File: src/logic/ipg_pkg.sv
/*
   Constants for the transmit interpacket gap block: register map, field
   layout, reset values and duplex offsets.
   Assumes an APB slave with 32-bit data; one aligned word per register.
*/
// Functional notes
// - Seven-bit gap field sets minimum spacing
// - Full duplex gap is value plus three
// - Half duplex gap is value plus six
// - Bits 31 to 7 read zero, ignore writes
// - Byte accesses ignored; halfword and word accepted
package ipg_pkg;
   localparam int GAP_W = 7;
   // Base plus set, clear and invert aliases
   localparam logic [11:0] ADDR_GAP = 12'h000;
   localparam logic [11:0] ADDR_GAP_CLR = 12'h004;
   localparam logic [11:0] ADDR_GAP_SET = 12'h008;
   localparam logic [11:0] ADDR_GAP_INV = 12'h00C;
   localparam logic [11:0] ADDR_CTRL = 12'h010;
   localparam logic [11:0] ADDR_STATUS = 12'h014;
   localparam logic [6:0] GAP_RESET = 7'h12;
   localparam logic [7:0] FULL_OFFSET = 8'h03;
   localparam logic [7:0] HALF_OFFSET = 8'h06;
   localparam int CTRL_FULL_BIT = 0;
   localparam int STAT_BUSY_BIT = 0;
   localparam int STAT_GAP_BIT = 1;
endpackage

File: src/logic/mac_tx_interpacket_gap.sv
/*
   Transmit interpacket gap timer with its APB register file.
   Assumes i_tx_end pulses for one cycle when a packet's last nibble leaves,
   i_nibble_tick pulses once per nibble time, both on i_ref_clk.
*/
`timescale 1ns/10ps
`default_nettype none
module mac_tx_interpacket_gap
(
   input wire logic i_ref_clk,
   input wire logic i_rstn,
   input wire logic i_ce,
   input wire logic psel,
   input wire logic penable,
   input wire logic pwrite,
   input wire logic [11:0] paddr,
   input wire logic [31:0] pwdata,
   input wire logic [3:0] pstrb,
   output logic [31:0] prdata,
   output logic pready,
   output logic pslverr,
   input wire logic i_nibble_tick,
   input wire logic i_tx_req,
   input wire logic i_tx_end,
   output logic o_tx_allow,
   output logic o_gap_active
);
   typedef struct packed {
      logic [6:0] gap_value_field;
      logic full_duplex;
      logic gap_active;
      logic [7:0] count;
      logic [31:0] rdata;
      logic slverr;
      logic ready;
   } state_s;

   state_s r;
   state_s next_r;
   logic [7:0] target;
   logic acc;
   logic half_ok;
   logic [6:0] wv;
   logic [31:0] rd;

   assign target = {1'b0, r.gap_value_field} + (r.full_duplex ? ipg_pkg::FULL_OFFSET
                                                               : ipg_pkg::HALF_OFFSET);
   assign acc = psel && penable;
   assign half_ok = (pstrb == 4'h3) || (pstrb == 4'hC) || (pstrb == 4'hF);
   // only the low byte lane holds the field
   assign wv = pwdata[6:0] & {7{pstrb[0]}};

   always_comb
   begin
      next_r = r;
      rd = 32'h0000_0000;
      unique case (paddr)
         ipg_pkg::ADDR_GAP, ipg_pkg::ADDR_GAP_CLR, ipg_pkg::ADDR_GAP_SET, ipg_pkg::ADDR_GAP_INV:
            rd = {25'h0, r.gap_value_field};
         ipg_pkg::ADDR_CTRL:
            rd = {31'h0, r.full_duplex};
         ipg_pkg::ADDR_STATUS:
            rd = {30'h0, r.gap_active, !o_tx_allow};
         default:
            rd = 32'h0000_0000;
      endcase
      // One wait state: the first access edge loads read data, the second answers
      next_r.ready = acc && !r.ready;
      if (acc && !r.ready)
      begin
         next_r.rdata = rd;
         next_r.slverr = (paddr > ipg_pkg::ADDR_STATUS || paddr[1:0] != 2'b00)
                         && (!pwrite || half_ok);
      end
      else if (acc)
      begin
         if (pwrite)
         begin
            if (half_ok)
            begin
               unique case (paddr)
                  ipg_pkg::ADDR_GAP:
                     next_r.gap_value_field = (r.gap_value_field & ~{7{pstrb[0]}}) | wv;
                  ipg_pkg::ADDR_GAP_CLR:
                     next_r.gap_value_field = r.gap_value_field & ~wv;
                  ipg_pkg::ADDR_GAP_SET:
                     next_r.gap_value_field = r.gap_value_field | wv;
                  ipg_pkg::ADDR_GAP_INV:
                     next_r.gap_value_field = r.gap_value_field ^ wv;
                  ipg_pkg::ADDR_CTRL:
                     if (pstrb[0])
                     begin
                        next_r.full_duplex = pwdata[ipg_pkg::CTRL_FULL_BIT];
                     end
                  default:
                     next_r.slverr = r.slverr;
               endcase
            end
         end
      end
      // restart the gap count at each packet end
      if (i_tx_end)
      begin
         next_r.gap_active = 1'b1;
         next_r.count = 8'h00;
      end
      else if (r.gap_active && i_nibble_tick)
      begin
         if (r.count + 8'h01 >= target)
         begin
            next_r.gap_active = 1'b0;
         end
         next_r.count = r.count + 8'h01;
      end
   end

   always_ff @(posedge i_ref_clk or negedge i_rstn)
   begin
      if (!i_rstn)
      begin
         r <= '{gap_value_field: ipg_pkg::GAP_RESET, full_duplex: 1'b0, gap_active: 1'b0,
                count: 8'h00, rdata: 32'h0000_0000, slverr: 1'b0, ready: 1'b0};
      end
      else if (i_ce)
      begin
         r <= next_r;
      end
   end

   assign prdata = r.rdata;
   // Answer one cycle into the access phase so read data comes from a flop
   assign pready = r.ready;
   assign pslverr = r.slverr & r.ready & acc;
   // new packet held until the gap has elapsed
   assign o_tx_allow = i_tx_req && !r.gap_active && !i_tx_end;
   assign o_gap_active = r.gap_active;
endmodule
`default_nettype wire

File: config.mk
export PLATFORM = sky130hd
export DESIGN_NAME = mac_tx_interpacket_gap
export DESIGN_NICKNAME = d
export VERILOG_FILES = /design/src/logic/ipg_pkg.sv /design/src/logic/mac_tx_interpacket_gap.sv
export SDC_FILE = /design/constraint.sdc
export NUM_CORES = 1
export LEC_CHECK = 0
export ABC_CLOCK_PERIOD_IN_PS = 5500
export BUFFER_PORTS_ARGS = -buffer_cell sky130_fd_sc_hd__buf_2
export CAP_MARGIN = 20
export CORE_MARGIN = 3
export CORE_UTILIZATION = 35
export CTS_BUF_LIST = sky130_fd_sc_hd__clkbuf_2
export CTS_CLUSTER_DIAMETER = 40
export CTS_CLUSTER_SIZE = 16
export DETAILED_ROUTE_END_ITERATION = 16
export SLEW_MARGIN = 20
export SYNTH_ARGS = -nofsm -noshare
export SYNTH_HDL_FRONTEND = slang
export SYNTH_SLANG_ARGS = --single-unit
File: constraint.sdc
create_clock -name i_ref_clk -period 5.5 [get_ports i_ref_clk]
set_input_delay 0.275 -clock i_ref_clk [delete_from_list [all_inputs] [get_ports i_ref_clk]]
set_output_delay 0.275 -clock i_ref_clk [all_outputs]
set_load 0.01 [all_outputs]
# After elaboration in Yosys (flattened, before gate mapping)
# Index checks and enable logic that the tools add are counted.
[op_classes]
order_cmp = 2
muxes = 6
n_eq_ne = 8
n_reduce_logical = 26
addsub = 2
bitwise = 11
[op_table]
columns = ["cell", "count"]
rows = [
  ["one-hot mux 7 bit (4 select lines)", 1],
  ["== test 12 x 4 -> 1 bit (second input constant)", 2],
  ["== test 12 x 5 -> 1 bit (second input constant)", 2],
  ["AND 7 bit", 3],
  ["one-hot mux 7 bit (3 select lines)", 1],
  ["2-to-1 mux 9 bit", 2],
  ["NOT 7 bit", 2],
  ["bitwise OR 7 bit", 2],
  ["== test 12 x 3 -> 1 bit (second input constant)", 1],
  ["> comparator 12 x 5 -> 1 bit (second input constant)", 1],
  ["zero test 12 bit", 1],
  ["adder 7 x 3 -> 8 bit", 1],
  ["adder 8 x 1 -> 8 bit (second input constant)", 1],
  ["== test 4 bit (second input constant)", 2],
  [">= comparator 8 bit", 1],
  ["AND reduction 7 bit", 1],
  ["bitwise XOR 7 bit", 1],
  ["logical AND 1 bit", 6],
  ["AND reduction 6 bit", 1],
  ["nonzero test 2 bit", 3],
  ["zero test 1 bit", 5],
  ["== test 4 x 2 -> 1 bit (second input constant)", 1],
  ["logical OR 1 bit", 4],
  ["AND reduction 2 bit", 2],
  ["7 further kinds", 8],
]
[totals]
out_inout_bits = 36
inputBits = 57
elab_cells = 62
reg_bits = 51

# Logic depth before layout (Yosys ltp)
[logic_depth]
depth_word = 6
ltp_mapped = 12
depth_no_buf = 12

# Worst setup path before layout
# Ideal clock, no wire load.
[synth_path]
path_kind = "flip-flop to flip-flop"
start = "reg r[45] (netlist bit)"
end = "reg r, in the netlist o_gap_active"
t_arrival_ps = 2053
required_time_ps = 5376
path_stages_with_launch = 12
slack_ps = 3323
n_path_buf = 0
setup_time_ps = 124
synth_period_minus_slack_ps = 2177
path_cell_list = "dfstp_2 -> inv_1 -> ha_1 -> nor2b_1 -> o2111ai_1 -> xor2_1 -> ha_1 -> a21o_1 -> nand2_1 -> nand4b_1 -> nor2_1 -> a211o_1"
[synth_via]
elab_chain_cells = 4
[synth_rtl]
columns = ["element", "line_no", "text"]
rows = [
  ["start, declared", "mac_tx_interpacket_gap.sv:38", "state_s r;"],
  ["start signal, assigned", "mac_tx_interpacket_gap.sv:121", "r <= '{gap_value_field: ipg_pkg::GAP_RESET, full_duplex: 1'b0, gap_active: 1'b0,"],
  ["start signal, assigned", "mac_tx_interpacket_gap.sv:126", "r <= next_r;"],
  ["adder 7 x 3 -> 8 bit", "mac_tx_interpacket_gap.sv:46", "assign target = {1'b0, r.gap_value_field} + (r.full_duplex ? ipg_pkg::FULL_OFFSET"],
  [">= comparator 8 bit", "mac_tx_interpacket_gap.sv:109", "if (r.count + 8'h01 >= target)"],
  ["nonzero test 2 bit (no line)", "n/a", ""],
  ["AND reduction 3 bit (no line)", "n/a", ""],
]
# Every way passes these cells.
# A chain may end at the register's enable or synchronous reset.

# Final worst setup path
# Ends and elaborated chain as after synthesis.

==> metrics.md <==
| Metric | Value |
|---|---|
| Synth async-reset ratio | `1.00` |
| Worst slew margin | `0.379` |
| Post-Syn Area | `2110 sq um` |
| DPL Wire Length | `about 3.3 mm` |
| DR WL/cell | `between 10 and 15 um` |
| # Post-CTS Setup Buffers | `0` |
| DRT iter0 DRCs | `69` |
| Final Max Slew Viols | `0` |
| PostCTS Resize Cnt | `0` |
| Slowest cell on crit path | `dfstp_2` |
| EDFF count, synth | `0` |
| Port Buf Inserts | `42` |
| Num CTS Buffers | `3` |
| Initial antenna violation count | `0` |
| Initial Util | `0.371` |
| Largest net degree at the start of global routing | `27` |
| DRC | `0` |
| Routed Antenna Nets | `0` |
| Period minus WS final | `approximately 2400 ps` |
| Most frequent cells in the layout | `42 x buf_2, 33 x nand2_1, 25 x conb_1` |
| Clock transition at path regs | `260 ps` |
| Crit path top cell by count | `ha_1` |
| Critical path's top delay family | `compound AO/OA/AOI/OAI gates` |
| Fraction of layout cells with a size suffix above 1 | `0.206` |
| Hold_ws | `~150 ps` |
| # IOs | `93` |
| Setup crit end kind | `flop` |
| Worst path cell trace | `inv_1, ha_1, nor2b_1, o2111ai_1, xor2_1, ha_1, a21o_1, nand2_1, nand4b_1, a41oi_1, a211o_1` |
| Ys Warns | `0` |
| Via count | `1632` |
| CTS tree | `done` |
| NumNets Final | `344` |
| Routability Congestion | `a little under 0.8` |
| Core Footprint | `between 5000 and 6000 sq um` |
| Row cnt | `27` |
| Pwr per Cell Area | `between 150 and 200 nW/um^2` |
| First-pass GRT wire length | `between 6 and 7 mm` |
| Crit Path Class | `reg -> reg` |
| CP required | `5840 ps` |
| 1st-pass router iterations | `6` |
| Commonest non-fill, non-tap cell in the layout | `buf_2` |
| Die height | `between 80 and 90 um` |
| Antenna diodes | `0` |
| GRT Residual Overflow | `0` |
| Sequential-to-total area share from yosys stat | `0.310` |
| Post-synthesis area per instance | `8.93 sq um` |
| Sw Share | `0.275` |
| Combinational share of power | `0.169` |
| # clock sinks | `26` |
| Longest Clk Path Bufs | `2` |
| Syn-to-layout area delta | `7.84%` |
| Worst Tran Pin Value | `a little over 900 ps` |
| Net Sw Power | `0.109 mW` |
| Worst setup SP type | `flop` |
| CP Max Fanout | `4` |
| Hold Crit Class | `in -> reg` |
| GRT Total Usage | `0.119` |
| Clock power share | `0.315` |
| Register area | `653 sq um` |
| Design Power | `0.394 mW` |
| CP max stage delay | `roughly 620 ps` |
| Sequential Power Share | `0.516` |
| Max Freq | `417 MHz` |
| CTS root buf | `clkbuf_2` |
| Die area | `about 7000 sq um` |
| Chip Width | `about 84 um` |
| Fill cells | `580` |
| Maximum VDD drop | `0.0000697 V` |
| Result of the run | `finished clean` |
| Max Cap Viol | `0` |
| Skew-Pair Late Insertion Delay | `360 ps` |
| Final Hold Vio Count | `0` |
| Endpoints failing setup | `0` |
| CTS H-tree depth | `1` |
| Distinct cell type count of the synthesized netlist | `between 40 and 50` |
| Int Power | `0.286 mW` |
| Vias in the first global route | `between 1000 and 1500` |
| Final Skew | `2.03 ps` |
| Synth Register Bits | `26` |
| CP bufs+invs | `1` |
| Fin Setup TNS | `0 ps` |
| Most used DFF post-synth | `dfrtp_1` |
| Final period util | `0.436` |
| Unrepaired setup endpoints after global routing | `no` |
| CP arrival | `approximately 2700 ps` |
| Multi-input logic area | `approximately 1200 sq um` |
| Leakage | `about 1.1 nW` |
| DR vias/cell | `~4.8` |
| DRT Wirelength | `4.23 mm` |
| Synth Instances | `236` |
==> synthesized netlist by cell type (2+ instances only) <==
cell type	instances	share of area
buf_2	2	0.0048
nor4_1	2	0.0059
nand2b_1	6	0.018
and3_1	5	0.015
a22o_1	12	0.050
ha_1	19	0.11
clkbuf_1	4	0.0071
nand4b_1	3	0.012
o211ai_1	3	0.011
o21ai_0	21	0.050
nor2b_1	3	0.0089
a21o_1	3	0.011
nand2_1	33	0.059
inv_1	9	0.016
nor2_1	5	0.0089
a211oi_1	2	0.0071
mux2i_1	4	0.019
dfrtp_1	24	0.29
nand3_1	5	0.012
nand4_1	2	0.0059
xnor2_1	7	0.029
xor2_1	5	0.021
buf_4	34	0.12
dfstp_2	2	0.025
==> path summary, 6_finish.rpt <==
| path | start | end | slack (ps) | depth (start not counted) |
|---|---|---|---|---|
| worst max register to register | r[45] | o_gap_active | 3100 | 11 |
| worst max-delay path | r[45] | o_gap_active | 3100 | 11 |
| worst min-delay path | pwdata[0] | r[43] | 150 | 3 |
| worst min register to register | r[1] | r[1] | 510 | 1 |
| min in group asynchronous | i_rstn | r[34] | 400 | 2 |
| max in group asynchronous | i_rstn | r[43] | 4710 | 2 |
==> worst min-delay path, stage by stage <==
cell	delay, ps
buf_2	110
nand2_1	50
o21ai_0	60
==> kinds of logic (layout without fill, tap and decap cells) <==
kind of cell | Yosys count | count (layout) | share of synthesized area
DFF | 26 | 26 | 0.310
other | 1 | 25 | 0.00178
buffers and inverters | 49 | 56 | 0.149
muxes | 5 | 5 | 0.0243
adders and majority gates | 19 | 19 | 0.113
and+or+nand+nor | 74 | 74 | 0.189
xor gates and xnor gates | 12 | 12 | 0.0499
AOI/OAI and AO/OA | 50 | 50 | 0.163
==> metal layers <==
metal  track usage  routed length (um)  vias up
li1              -                   -      841
met1         0.162                2010      738
met4        0.0351                  38        0
met2         0.197                1960       51
met3        0.0158                 222        2
met5             0                   0        -
==> timing repair <==
item	4_1_cts	5_1_grt
hold buffers	1	0
endpoints found under the setup margin	0	0
endpoints found under the hold margin	24	0
==> sequential cells by signal (all words and copies together), names as in the netlist <==
| name | count |
|---|---|
| r | 17 |
| prdata | 7 |
| pready | 1 |
| o_gap_active | 1 |
==> power by group through the flow <==
stage                     Sequential [mW]  Combinational (mW)  Clock, mW
final                               0.203              0.0665      0.124
after global routing                0.204              0.0769      0.133
after CTS                           0.203              0.0674      0.127
after detailed placement            0.206              0.0668          0
after global placement              0.206              0.0657          0
after floorplan                     0.205              0.0567          0
==> per-stage QoR <==
| step | std cells | worst slack, ps | instance area [sq um] | util |
|---|---|---|---|---|
| after floorplan | 260 | 3320 | 2200 | - |
| after global placement | 334 | 3150 | 2220 | 0.391 |
| after detailed placement | 334 | 3130 | 2220 | 0.391 |
| after CTS | 339 | 3100 | 2270 | 0.400 |
| after global routing | 339 | 2890 | 2270 | 0.400 |
| final | 339 | 3100 | 2270 | 0.400 |
==> final cells by class <==
type                    count  share of cell area
clock inverters             1              0.0132
repair buffers             43              0.0969
clock buffers               3             0.00661
well taps                  72              0.0396
inverters                   9              0.0149
flip-flops and latches     26               0.287
multi-input cells         185               0.541
Power figures use the tool's default switching activity.
